[config.mk]
export PLATFORM = sky130hd
export DESIGN_NAME = scr_serializer_regs
export DESIGN_NICKNAME = d
export VERILOG_FILES = /design/src/scr_pkg.sv /design/src/scr_regbus_if.sv /design/src/scr_i2c_target.sv /design/src/scr_serializer_regs.sv
export SDC_FILE = /design/constraint.sdc
export NUM_CORES = 1
export LEC_CHECK = 0
export ABC_AREA = 1
export BUFFER_PORTS_ARGS = -buffer_cell sky130_fd_sc_hd__buf_4
export CAP_MARGIN = 20
export CORE_MARGIN = 4
export CORE_UTILIZATION = 50
export CTS_CLUSTER_SIZE = 24
export DETAILED_ROUTE_END_ITERATION = 8
export HOLD_SLACK_MARGIN = 0.08
export PLACE_DENSITY = 0.77
export SLEW_MARGIN = 20
export SYNTH_ARGS = -nofsm -noshare
export SYNTH_HDL_FRONTEND = slang
export SYNTH_HIERARCHICAL = 1
export SYNTH_SLANG_ARGS = --single-unit
[constraint.sdc]
create_clock -name clk_sys -period 4.45 [get_ports clk_sys]
set_input_delay 0.6675 -clock clk_sys [delete_from_list [all_inputs] [get_ports clk_sys]]
set_output_delay 0.6675 -clock clk_sys [all_outputs]
set_load 0.02 [all_outputs]
[src/scr_pkg.sv]
/*
 * Constants and types for the control register bank and its bus target.
 * Assumes one clock, clk_sys, at 25 MHz.
 */
`default_nettype none

package scr_pkg;

   // ****************************************
   // Register offsets and fields
   // ****************************************
   localparam logic [7:0] ADDR_DEV_ID = 8'h00;
   localparam logic [7:0] ADDR_RESET = 8'h01;
   localparam logic [7:0] ADDR_GEN_CFG = 8'h03;

   localparam int ID_SEL_BIT = 0;
   localparam int RST_LOGIC_BIT = 0;
   localparam int RST_FULL_BIT = 1;
   localparam int CFG_CRC_BIT = 7;
   localparam int CFG_AUTO_ACK_BIT = 5;
   localparam int CFG_FILTER_BIT = 4;
   localparam int CFG_PASS_BIT = 3;
   localparam int CFG_PCLK_AUTO_BIT = 1;

   // ****************************************
   // Reset values
   // ****************************************
   localparam logic [7:0] GEN_CFG_RESET = 8'hd2;
   localparam logic [7:0] RESET_REG_RESET = 8'h00;
   localparam logic ID_SEL_RESET = 1'b0;

   // ****************************************
   // Strap addresses
   // ****************************************
   localparam int STRAP_W = 3;
   localparam logic [6:0] STRAP_BASE_ADDR = 7'h0c;
   localparam logic [6:0] PORT1_ADDR_OFFSET = 7'h01;

   // ****************************************
   // Timing
   // ****************************************
   localparam int CLK_PERIOD_NS = 40;
   localparam int SOFT_RESET_NS = 320;
   localparam int SOFT_RESET_CYCLES = (SOFT_RESET_NS + CLK_PERIOD_NS - 1) / CLK_PERIOD_NS;
   localparam int SOFT_CNT_W = 8;

   // ****************************************
   // Serial target states
   // ****************************************
   typedef enum logic [2:0] {
      ST_IDLE = 3'b000,
      ST_ADDR = 3'b001,
      ST_REG = 3'b010,
      ST_WDAT = 3'b011,
      ST_ACK = 3'b100,
      ST_RDAT = 3'b101,
      ST_MACK = 3'b110,
      ST_RNXT = 3'b111
   } scr_i2c_st_t;

endpackage

`default_nettype wire

[src/scr_regbus_if.sv]
/*
 * Register access path between the serial target and the register bank.
 * Assumes both ends run on clk_sys.
 */
`default_nettype none

interface scr_regbus_if;
   logic wr_stb;
   logic [7:0] wr_addr;
   logic [7:0] wr_data;
   logic [7:0] ptr;
   logic [7:0] rdata;
   logic [6:0] dev_addr0;
   logic [6:0] dev_addr1;
   logic addr1_en;

   modport tgt (
      output wr_stb, wr_addr, wr_data, ptr,
      input rdata, dev_addr0, dev_addr1, addr1_en
   );
   modport bank (
      input wr_stb, wr_addr, wr_data, ptr,
      output rdata, dev_addr0, dev_addr1, addr1_en
   );
endinterface

`default_nettype wire

[src/scr_i2c_target.sv]
/*
 * Serial control bus target: framing, address match, pointer, register access.
 * Assumes open-drain SCL/SDA pins resolved outside; SCL is never stretched.
 */
`default_nettype none

module scr_i2c_target
   import scr_pkg::*;
(
   input wire logic clk_sys,
   input wire logic reset,
   input wire logic scl_in,
   input wire logic sda_in,
   output logic sda_out,
   output logic sda_oe,
   scr_regbus_if.tgt bus
);

   // ****************************************
   // Pin synchronisers
   // ****************************************
   logic [2:0] scl_sh_q;
   logic [2:0] sda_sh_q;
   logic scl_f_q;
   logic sda_f_q;
   logic scl_p_q;
   logic sda_p_q;

   always_ff @(posedge clk_sys or posedge reset) begin
      if (reset) begin
         scl_sh_q <= 3'h7;
         sda_sh_q <= 3'h7;
         scl_f_q <= 1'b1;
         sda_f_q <= 1'b1;
         scl_p_q <= 1'b1;
         sda_p_q <= 1'b1;
      end else begin
         scl_sh_q <= {scl_sh_q[1:0], scl_in};
         sda_sh_q <= {sda_sh_q[1:0], sda_in};
         if (scl_sh_q[1] == scl_sh_q[2]) begin
            scl_f_q <= scl_sh_q[2];
         end
         if (sda_sh_q[1] == sda_sh_q[2]) begin
            sda_f_q <= sda_sh_q[2];
         end
         scl_p_q <= scl_f_q;
         sda_p_q <= sda_f_q;
      end
   end

   logic rise;
   logic fall;
   logic start;
   logic stop;
   assign rise = scl_f_q && !scl_p_q;
   assign fall = !scl_f_q && scl_p_q;
   assign start = scl_f_q && scl_p_q && sda_p_q && !sda_f_q;
   assign stop = scl_f_q && scl_p_q && !sda_p_q && sda_f_q;

   // ****************************************
   // Transfer state machine
   // ****************************************
   scr_i2c_st_t st_q;
   scr_i2c_st_t ph_q;
   logic [3:0] bcnt_q;
   logic [7:0] sh_q;
   logic [7:0] tx_q;
   logic rw_q;
   logic [7:0] ptr_q;
   logic wr_stb_q;
   logic [7:0] wr_addr_q;
   logic [7:0] wr_data_q;
   logic sda_oe_q;
   logic sda_out_q;
   logic match;

   // Port 1 answers only while its address is enabled
   assign match = (sh_q[7:1] == bus.dev_addr0) ||
                  (bus.addr1_en && (sh_q[7:1] == bus.dev_addr1));

   always_ff @(posedge clk_sys or posedge reset) begin
      if (reset) begin
         st_q <= ST_IDLE;
         ph_q <= ST_IDLE;
         bcnt_q <= 4'h0;
         sh_q <= 8'h00;
         tx_q <= 8'h00;
         rw_q <= 1'b0;
         ptr_q <= 8'h00;
         wr_stb_q <= 1'b0;
         wr_addr_q <= 8'h00;
         wr_data_q <= 8'h00;
         sda_oe_q <= 1'b0;
         sda_out_q <= 1'b0;
      end else begin
         wr_stb_q <= 1'b0;
         sda_out_q <= 1'b0;
         if (start) begin
            st_q <= ST_ADDR;
            bcnt_q <= 4'h0;
            sda_oe_q <= 1'b0;
         end else if (stop) begin
            st_q <= ST_IDLE;
            sda_oe_q <= 1'b0;
         end else begin
            case (st_q)
               ST_ADDR, ST_REG, ST_WDAT: begin
                  if (rise) begin
                     sh_q <= {sh_q[6:0], sda_f_q};
                     bcnt_q <= bcnt_q + 4'h1;
                  end else if (fall && bcnt_q == 4'h8) begin
                     bcnt_q <= 4'h0;
                     ph_q <= st_q;
                     if (st_q == ST_ADDR && !match) begin
                        st_q <= ST_IDLE;
                     end else begin
                        sda_oe_q <= 1'b1;
                        st_q <= ST_ACK;
                     end
                     if (st_q == ST_ADDR) begin
                        rw_q <= sh_q[0];
                     end
                     if (st_q == ST_REG) begin
                        ptr_q <= sh_q;
                     end
                     if (st_q == ST_WDAT) begin
                        wr_stb_q <= 1'b1;
                        wr_addr_q <= ptr_q;
                        wr_data_q <= sh_q;
                        ptr_q <= ptr_q + 8'h01;
                     end
                  end
               end
               ST_ACK: begin
                  if (fall) begin
                     if (ph_q == ST_ADDR && rw_q) begin
                        tx_q <= bus.rdata;
                        sda_oe_q <= !bus.rdata[7];
                        st_q <= ST_RDAT;
                     end else begin
                        sda_oe_q <= 1'b0;
                        st_q <= (ph_q == ST_ADDR) ? ST_REG : ST_WDAT;
                     end
                  end
               end
               ST_RDAT: begin
                  if (fall) begin
                     bcnt_q <= bcnt_q + 4'h1;
                     if (bcnt_q == 4'h7) begin
                        sda_oe_q <= 1'b0;
                        st_q <= ST_MACK;
                     end else begin
                        tx_q <= {tx_q[6:0], 1'b0};
                        sda_oe_q <= !tx_q[6];
                     end
                  end
               end
               ST_MACK: begin
                  if (rise) begin
                     if (sda_f_q) begin
                        st_q <= ST_IDLE;
                     end else begin
                        ptr_q <= ptr_q + 8'h01;
                        st_q <= ST_RNXT;
                     end
                  end
               end
               ST_RNXT: begin
                  if (fall) begin
                     tx_q <= bus.rdata;
                     sda_oe_q <= !bus.rdata[7];
                     bcnt_q <= 4'h0;
                     st_q <= ST_RDAT;
                  end
               end
               default: begin
                  st_q <= ST_IDLE;
               end
            endcase
         end
      end
   end

   assign bus.wr_stb = wr_stb_q;
   assign bus.wr_addr = wr_addr_q;
   assign bus.wr_data = wr_data_q;
   assign bus.ptr = ptr_q;
   assign sda_oe = sda_oe_q;
   assign sda_out = sda_out_q;

endmodule

`default_nettype wire

[src/scr_serializer_regs.sv]
/*
 * Serializer control register bank: bus address selection, soft resets,
 * general configuration, sync/enable pulse filter, remote write handling.
 * Assumes video inputs and remote-side status come from clk_sys logic.
 */
`default_nettype none

// How it works
// - Port 0 bus address field loads from the strap after reset.
// - Port 1 address field loads strap address plus one.
// - Second-port select steers address field reads and writes to port 1.
// - Address bit 0 picks strap address or programmed address.
// - Reset bit 1 resets logic and all registers, then clears itself.
// - Reset bit 0 resets logic, keeps registers, then clears itself.
// - Logic reset reloads strapped registers from the strap pin.
// - Logic reset pulses a restore for outer default registers.
// - Config bit 7 enables the back-channel CRC checker, default on.
// - Config bit 5 acknowledges remote writes at once, default off.
// - With auto acknowledge, remote not-acknowledge is hidden from the master.
// - Config bit 4 rejects enable and sync pulses under two clocks.
// - Config bit 3 forwards alias-matching transactions remotely, default off.
// - Auto acknowledge and pass-through fields follow second-port select.
// - Strap picks one of eight addresses, 0x0c to 0x1a step two.
module scr_serializer_regs
#(
   parameter int SOFT_RESET_CYCLES = scr_pkg::SOFT_RESET_CYCLES
) (
   input wire logic clk_sys,
   input wire logic reset,
   input wire logic scl_in,
   input wire logic sda_in,
   output logic sda_out,
   output logic sda_oe,
   input wire logic [scr_pkg::STRAP_W-1:0] strap_address_pin,
   input wire logic second_port_address_enable,
   input wire logic second_port_select,
   input wire logic display_enable,
   input wire logic horizontal_sync,
   input wire logic vertical_sync,
   output logic display_enable_filt,
   output logic horizontal_sync_filt,
   output logic vertical_sync_filt,
   input wire logic remote_nack,
   input wire logic remote_port,
   input wire logic alias_match,
   input wire logic alias_port,
   output logic local_nack,
   output logic forward_remote,
   output logic crc_check_enable,
   output logic pclk_auto_switch,
   output logic [1:0] write_auto_ack,
   output logic [1:0] pass_through,
   output logic [6:0] device_address0,
   output logic [6:0] device_address1,
   output logic core_reset,
   output logic restore_defaults
);

   import scr_pkg::*;

   scr_regbus_if bus ();

   scr_i2c_target u_tgt (
      .clk_sys(clk_sys),
      .reset(reset),
      .scl_in(scl_in),
      .sda_in(sda_in),
      .sda_out(sda_out),
      .sda_oe(sda_oe),
      .bus(bus.tgt)
   );

   // ****************************************
   // Strap capture
   // ****************************************
   // The strap is static, so a bus-wide synchroniser is safe once settled
   logic [STRAP_W-1:0] strap_s1_q;
   logic [STRAP_W-1:0] strap_s2_q;
   logic [STRAP_W-1:0] strap_s3_q;
   logic [STRAP_W-1:0] strap_idx_q;
   logic [1:0] strap_wait_q;
   logic strap_take;

   function automatic logic [6:0] strap_addr(input logic [STRAP_W-1:0] idx);
      strap_addr = STRAP_BASE_ADDR + {3'b000, idx, 1'b0};
   endfunction

   always_ff @(posedge clk_sys or posedge reset) begin
      if (reset) begin
         strap_s1_q <= '0;
         strap_s2_q <= '0;
         strap_s3_q <= '0;
      end else begin
         strap_s1_q <= strap_address_pin;
         strap_s2_q <= strap_s1_q;
         strap_s3_q <= strap_s2_q;
      end
   end

   assign strap_take = (strap_wait_q == 2'h1) && (strap_s2_q == strap_s3_q);

   // ****************************************
   // Soft reset sequencing
   // ****************************************
   logic wr_reset;
   logic full_go;
   logic logic_go;
   logic [SOFT_CNT_W-1:0] seq_cnt_q;
   logic [1:0] rst_bits_q;
   logic core_reset_q;
   logic restore_q;

   assign wr_reset = bus.wr_stb && (bus.wr_addr == ADDR_RESET);
   assign full_go = wr_reset && bus.wr_data[RST_FULL_BIT];
   assign logic_go = wr_reset && bus.wr_data[RST_LOGIC_BIT] && !full_go;

   always_ff @(posedge clk_sys or posedge reset) begin
      if (reset) begin
         seq_cnt_q <= '0;
         rst_bits_q <= RESET_REG_RESET[1:0];
         core_reset_q <= 1'b0;
         restore_q <= 1'b0;
      end else begin
         restore_q <= full_go || logic_go;
         core_reset_q <= full_go || logic_go || (seq_cnt_q > SOFT_CNT_W'(1));
         if (full_go || logic_go) begin
            seq_cnt_q <= SOFT_CNT_W'(SOFT_RESET_CYCLES);
            rst_bits_q <= {full_go, logic_go};
         end else if (seq_cnt_q != '0) begin
            seq_cnt_q <= seq_cnt_q - SOFT_CNT_W'(1);
            if (seq_cnt_q == SOFT_CNT_W'(1)) begin
               rst_bits_q <= 2'b00;
            end
         end
      end
   end

   always_ff @(posedge clk_sys or posedge reset) begin
      if (reset) begin
         strap_wait_q <= 2'h3;
         strap_idx_q <= '0;
      end else begin
         if (full_go || logic_go) begin
            strap_wait_q <= 2'h3;
         end else if (strap_take) begin
            strap_wait_q <= 2'h0;
            strap_idx_q <= strap_s3_q;
         end else if (strap_wait_q > 2'h1) begin
            strap_wait_q <= strap_wait_q - 2'h1;
         end
      end
   end

   // ****************************************
   // Configuration registers
   // ****************************************
   logic wr_id;
   logic wr_cfg;
   logic sel;
   logic [1:0][6:0] id_q;
   logic id_sel_q;
   logic crc_q;
   logic filt_q;
   logic pclk_q;
   logic [1:0] ack_q;
   logic [1:0] pass_q;

   assign sel = second_port_select;
   assign wr_id = bus.wr_stb && (bus.wr_addr == ADDR_DEV_ID);
   assign wr_cfg = bus.wr_stb && (bus.wr_addr == ADDR_GEN_CFG);

   always_ff @(posedge clk_sys or posedge reset) begin
      if (reset) begin
         id_q <= {STRAP_BASE_ADDR + PORT1_ADDR_OFFSET, STRAP_BASE_ADDR};
         id_sel_q <= ID_SEL_RESET;
         crc_q <= GEN_CFG_RESET[CFG_CRC_BIT];
         filt_q <= GEN_CFG_RESET[CFG_FILTER_BIT];
         pclk_q <= GEN_CFG_RESET[CFG_PCLK_AUTO_BIT];
         ack_q <= {2{GEN_CFG_RESET[CFG_AUTO_ACK_BIT]}};
         pass_q <= {2{GEN_CFG_RESET[CFG_PASS_BIT]}};
      end else if (full_go) begin
         // Whole register file back to defaults; strap fields follow on capture
         id_sel_q <= ID_SEL_RESET;
         crc_q <= GEN_CFG_RESET[CFG_CRC_BIT];
         filt_q <= GEN_CFG_RESET[CFG_FILTER_BIT];
         pclk_q <= GEN_CFG_RESET[CFG_PCLK_AUTO_BIT];
         ack_q <= {2{GEN_CFG_RESET[CFG_AUTO_ACK_BIT]}};
         pass_q <= {2{GEN_CFG_RESET[CFG_PASS_BIT]}};
      end else begin
         if (strap_take) begin
            id_q[0] <= strap_addr(strap_s3_q);
            id_q[1] <= strap_addr(strap_s3_q) + PORT1_ADDR_OFFSET;
         end
         if (wr_id) begin
            id_q[sel] <= bus.wr_data[7:1];
            id_sel_q <= bus.wr_data[ID_SEL_BIT];
         end
         if (wr_cfg) begin
            crc_q <= bus.wr_data[CFG_CRC_BIT];
            filt_q <= bus.wr_data[CFG_FILTER_BIT];
            pclk_q <= bus.wr_data[CFG_PCLK_AUTO_BIT];
            ack_q[sel] <= bus.wr_data[CFG_AUTO_ACK_BIT];
            pass_q[sel] <= bus.wr_data[CFG_PASS_BIT];
         end
      end
   end

   // Address in use per port, registered so the target sees a steady value
   logic [1:0][6:0] dev_addr_q;

   always_ff @(posedge clk_sys or posedge reset) begin
      if (reset) begin
         dev_addr_q <= {STRAP_BASE_ADDR + PORT1_ADDR_OFFSET, STRAP_BASE_ADDR};
      end else begin
         dev_addr_q[0] <= id_sel_q ? id_q[0] : strap_addr(strap_idx_q);
         dev_addr_q[1] <= id_sel_q ? id_q[1] :
                          strap_addr(strap_idx_q) + PORT1_ADDR_OFFSET;
      end
   end

   assign bus.dev_addr0 = dev_addr_q[0];
   assign bus.dev_addr1 = dev_addr_q[1];
   assign bus.addr1_en = second_port_address_enable;

   // Bit 6 reads its default one, bits 2 and 0 read zero
   always_comb begin
      case (bus.ptr)
         ADDR_DEV_ID: bus.rdata = {id_q[sel], id_sel_q};
         ADDR_RESET: bus.rdata = {6'h00, rst_bits_q};
         ADDR_GEN_CFG: bus.rdata = {crc_q, GEN_CFG_RESET[6], ack_q[sel], filt_q,
                                    pass_q[sel], 1'b0, pclk_q, 1'b0};
         default: bus.rdata = 8'h00;
      endcase
   end

   // ****************************************
   // Remote write handling
   // ****************************************
   logic local_nack_q;
   logic forward_q;

   always_ff @(posedge clk_sys or posedge reset) begin
      if (reset) begin
         local_nack_q <= 1'b0;
         forward_q <= 1'b0;
      end else begin
         local_nack_q <= remote_nack && !ack_q[remote_port];
         forward_q <= alias_match && pass_q[alias_port];
      end
   end

   // ****************************************
   // Enable and sync pulse filter
   // ****************************************
   // Costs one cycle of latency per edge even for long pulses
   logic [2:0] vid_in;
   logic [2:0] vid_h_q;
   logic [2:0] vid_o_q;

   assign vid_in = {vertical_sync, horizontal_sync, display_enable};

   for (genvar i = 0; i < 3; i++) begin : g_filt
      always_ff @(posedge clk_sys or posedge reset) begin
         if (reset) begin
            vid_h_q[i] <= 1'b0;
            vid_o_q[i] <= 1'b0;
         end else begin
            vid_h_q[i] <= vid_in[i];
            if (!filt_q) begin
               vid_o_q[i] <= vid_in[i];
            end else if (vid_in[i] == vid_h_q[i]) begin
               vid_o_q[i] <= vid_in[i];
            end
         end
      end
   end

   assign display_enable_filt = vid_o_q[0];
   assign horizontal_sync_filt = vid_o_q[1];
   assign vertical_sync_filt = vid_o_q[2];
   assign local_nack = local_nack_q;
   assign forward_remote = forward_q;
   assign crc_check_enable = crc_q;
   assign pclk_auto_switch = pclk_q;
   assign write_auto_ack = ack_q;
   assign pass_through = pass_q;
   assign device_address0 = dev_addr_q[0];
   assign device_address1 = dev_addr_q[1];
   assign core_reset = core_reset_q;
   assign restore_defaults = restore_q;

endmodule

`default_nettype wire

==> key figures <==
Routing
  – Total iterations of the first detailed-routing run: 7
  – Drt drc: 0
  – WL final: 15990 microns
  – Vias: 5567
  – Average wire per standard cell: 14.99 microns
  – Routed Antenna Nets: 0
  – Drt initial violations: 480
  – Vias per cell: 5.217

Place
  – Number of buffers added on ports: 43
  – Hpwl dp: 11610 microns
  – GP Congestion: 0.9990

Final layout
  – Diode count: 0
  – Area Overhead vs Synth: 15.30%
  – Final Net Count: 903
  – Fill cells: 1140
  – Share of layout cells above drive strength 1: 0.1953
  – Layout Utilization: 0.5894
  – Multi-input gate area: 2889 sq um
  – Seq. cell area: 3334 sq um

Worst setup path
  – CP Launch Type: register
  – Critical Path Slowest Stage Cell: dfrtp_1
  – WP data arrival: 2270 ps
  – CP delay by family, top: simple AND/OR/NAND/NOR gates
  – Crit path cell chain: or2_1 > nor3_2 > and2_1 > nand2_1 > o21ai_0 > inv_1 > nand2_1 > a21oi_1 > nand3_1 > nand2_1
  – Worst Setup End Kind: register
  – Worst path bufs/invs: 1
  – Crit path top cell by count: nand2_1
  – Crit path required time: 4760 ps
  – Reg2Reg Depth: 10
  – CP Max Fanout: 8
  – Levels on crit path: 10
  – Crit path largest cell delay: 430 ps
  – Crit Path Category: register to register

Synth
  – Post-synthesis cell area: 6797 sq um
  – Post-Synthesis Cells: 831
  – Syn. warnings: 6
  – Asr flop ratio synth: 1.000
  – Ys flop type: dfrtp_1
  – Most frequent cell after synthesis: nand2_1
  – Synth top area share: 0.3940
  – Synth top area cells: dfrtp_1 39%, nand2_1 14%, dfstp_2 9.7%
  – Yosys reg bits: 132
  – Post-synthesis sequential area ratio: 0.4906
  – Yosys top cell by area: dfrtp_1
  – Avg Inst Size Synth: 8.179 sq um
  – Post-synth cell types: 47
  – Post-synth EDFFs: 0
  – Synth top cells by count: 246 x nand2_1, 111 x inv_1, 107 x dfrtp_1, 62 x o21ai_0, 55 x nor2_1
  – Syn Nets: 856

Power
  – Seq pwr share: 0.447
  – Internal power of the cells: 2.175 mW
  – Max VDD drop: 0.2692 mV
  – Comb pwr share: 0.084
  – Leakage: 3.922 nW
  – Clock power frac: 0.469
  – Sw Ratio: 0.2622
  – Net load switching power: 772.9 uW
  – P per Cell Area: 376.2 nW/um^2

Hold path
  – Worst hold path class: primary input to async pin

Clocking
  – Post-CTS sizing: 0
  – CTS sink count: 132
  – Hold bufs inserted after CTS: 0
  – Worst skew pair latency: 420 ps
  – CTS Buf Count: 17
  – Clock root buffer: clkbuf_16
  – CTS tree: done
  – Setup Fix Bufs, Post-CTS: 0
  – Htree depth: 4
  – Clock Path Buffers: 2
  – Reg clk slew, reported paths: 60 ps

Timing
  – RSZ-0062 raised after global routing: no
  – Fin Setup TNS: 0 ps
  – Final period util: 0.4416
  – Clk_skew: 9.121 ps
  – Slew margin rel.: 0.4187
  – Worst-margin pin slew: 870.6 ps
  – Final setup viols: 0
  – Peak Freq: 508.9 MHz
  – Final Hold Fails: 0
  – Fin. max-slew vios: 0
  – Fin crit period: 1965 ps

GRT
  – Largest net degree at the start of global routing: 43
  – Initial antenna violation count: 0
  – First-pass GRT wire length: 26790 microns
  – GRT Total Usage: 0.2131
  – GRT overflow: 0
  – Vias in the first global route: 5367

Die
  – Initial Util: 0.5112
  – Die area: 15520 sq um
  – Site Rows: 42
  – Die height: 124.6 microns
  – Ports: 45
  – Area of the core: 13300 sq um
  – Chip width: 124.6 microns

Job
  – Number of max-cap violations: 0

Status
  – Status: finished, final reports clean
per-layer routing:
| metal | routed length, microns | track usage | vias up |
|---|---|---|---|
| met5 | 0 | 0 | - |
| met4 | 489 | 0.07544 | 0 |
| met3 | 930 | 0.05017 | 46 |
| met2 | 7302 | 0.3375 | 183 |
| met1 | 7267 | 0.2879 | 2614 |
| li1 | - | - | 2724 |
cells in the final DEF, fill, tap and decap left out, types with 3 or more instances in the layout:
cell type     n
a21oi_1      19
a21oi_2       7
buf_4        45
clkbuf_16    18
clkinv_4      4
clkinvlp_4    5
dfrtp_1     107
dfstp_2      25
ha_1          9
inv_1       109
inv_2        12
nand2_1     246
nand2_2       9
nand2_4       6
nand3_1      49
nand3_2       5
nand3_4       3
nand4_1      11
nor2_1       55
nor2_2        8
nor2_4        6
nor3_2        3
o211ai_1      6
o21ai_0      62
o21ai_1      19
xnor2_1       5
xor2_1        8
cell families (layout without fill, tap and decap cells):
family | after synthesis | after routing | synth area share
adders and majority gates | 11 | 11 | 0.01951
and+or+nand+nor | 410 | 410 | 0.2796
buffers and inverters | 140 | 200 | 0.08432
other | 1 | 1 | 0.0005518
DFF | 132 | 132 | 0.4906
xor gates and xnor gates | 14 | 14 | 0.01915
AOI/OAI and AO/OA | 123 | 123 | 0.1062
worst reg2reg max path: stages (launching register included):
cell and delay, ps:
dfrtp_1 430, or2_1 280, nor3_2 230, and2_1 360, nand2_1 80, o21ai_0 100
inv_1 80, nand2_1 70, a21oi_1 60, nand3_1 100, nand2_1 60
final timing paths:
check | startpoint | end | slack (ps)
max | u_tgt/bus.ptr[3]$_DFFE_PP0P_ | u_tgt/sda_oe$_DFFE_PP0P_ | 2480
max in group asynchronous | reset | id_q[10]$_DFFE_PP1N_ | 3070
max reg2reg | u_tgt/bus.ptr[3]$_DFFE_PP0P_ | u_tgt/sda_oe$_DFFE_PP0P_ | 2480
min | reset | u_tgt/st_q[1]$_DFFE_PP0P_ | 320
min reg2reg | strap_s1_q[0]$_DFF_PP0_ | strap_s2_q[0]$_DFF_PP0_ | 350
min in group clk_sys | sda_in | u_tgt/sda_sh_q[0]$_DFF_PP1_ | 350
through the flow:
step / hold slack [ps] / area (sq um) / worst slack [ps] / cells / total power [mW]
after floorplan: 331.2 / 6797 / 2039 / 831 / 1.503
after global placement: 335.2 / 7247 / 2570 / 1035 / 1.570
after detailed placement: 341.7 / 7247 / 2528 / 1035 / 1.584
after CTS: 338.7 / 7836 / 2553 / 1067 / 2.965
after global routing: 339.0 / 7836 / 2390 / 1067 / 3.052
final: 321.7 / 7836 / 2485 / 1067 / 2.948
flip-flops by register name, indices dropped and copies added (netlist names), 4 cells and up:
register / cells
u_tgt/bus.wr_addr: 8
u_tgt/tx_q: 7
u_tgt/sh_q: 8
device_address0: 7
device_address1: 7
id_q: 14
u_tgt/bus.wr_data: 8
u_tgt/bus.ptr: 8
seq_cnt_q: 8
u_tgt/bcnt_q: 4
cell type report:
cell class | count | area share
clock buffer | 19 | 0.05924
clock inverter | 13 | 0.01597
inverter | 123 | 0.05940
multi-input combinational | 559 | 0.3687
sequential | 132 | 0.4255
tap | 176 | 0.02810
timing repair buffer | 45 | 0.04311
power by group through the flow:
stage | combinational, mW | clock (mW) | sequential [mW]
4_1_cts | 0.249 | 1.40 | 1.32
3_5_place_dp | 0.246 | 0 | 1.34
2_1_floorplan | 0.174 | 0 | 1.33
5_1_grt | 0.278 | 1.45 | 1.32
6_report | 0.247 | 1.38 | 1.32
3_3_place_gp | 0.237 | 0 | 1.33
No activity file was read; power rests on OpenSTA's default activity.
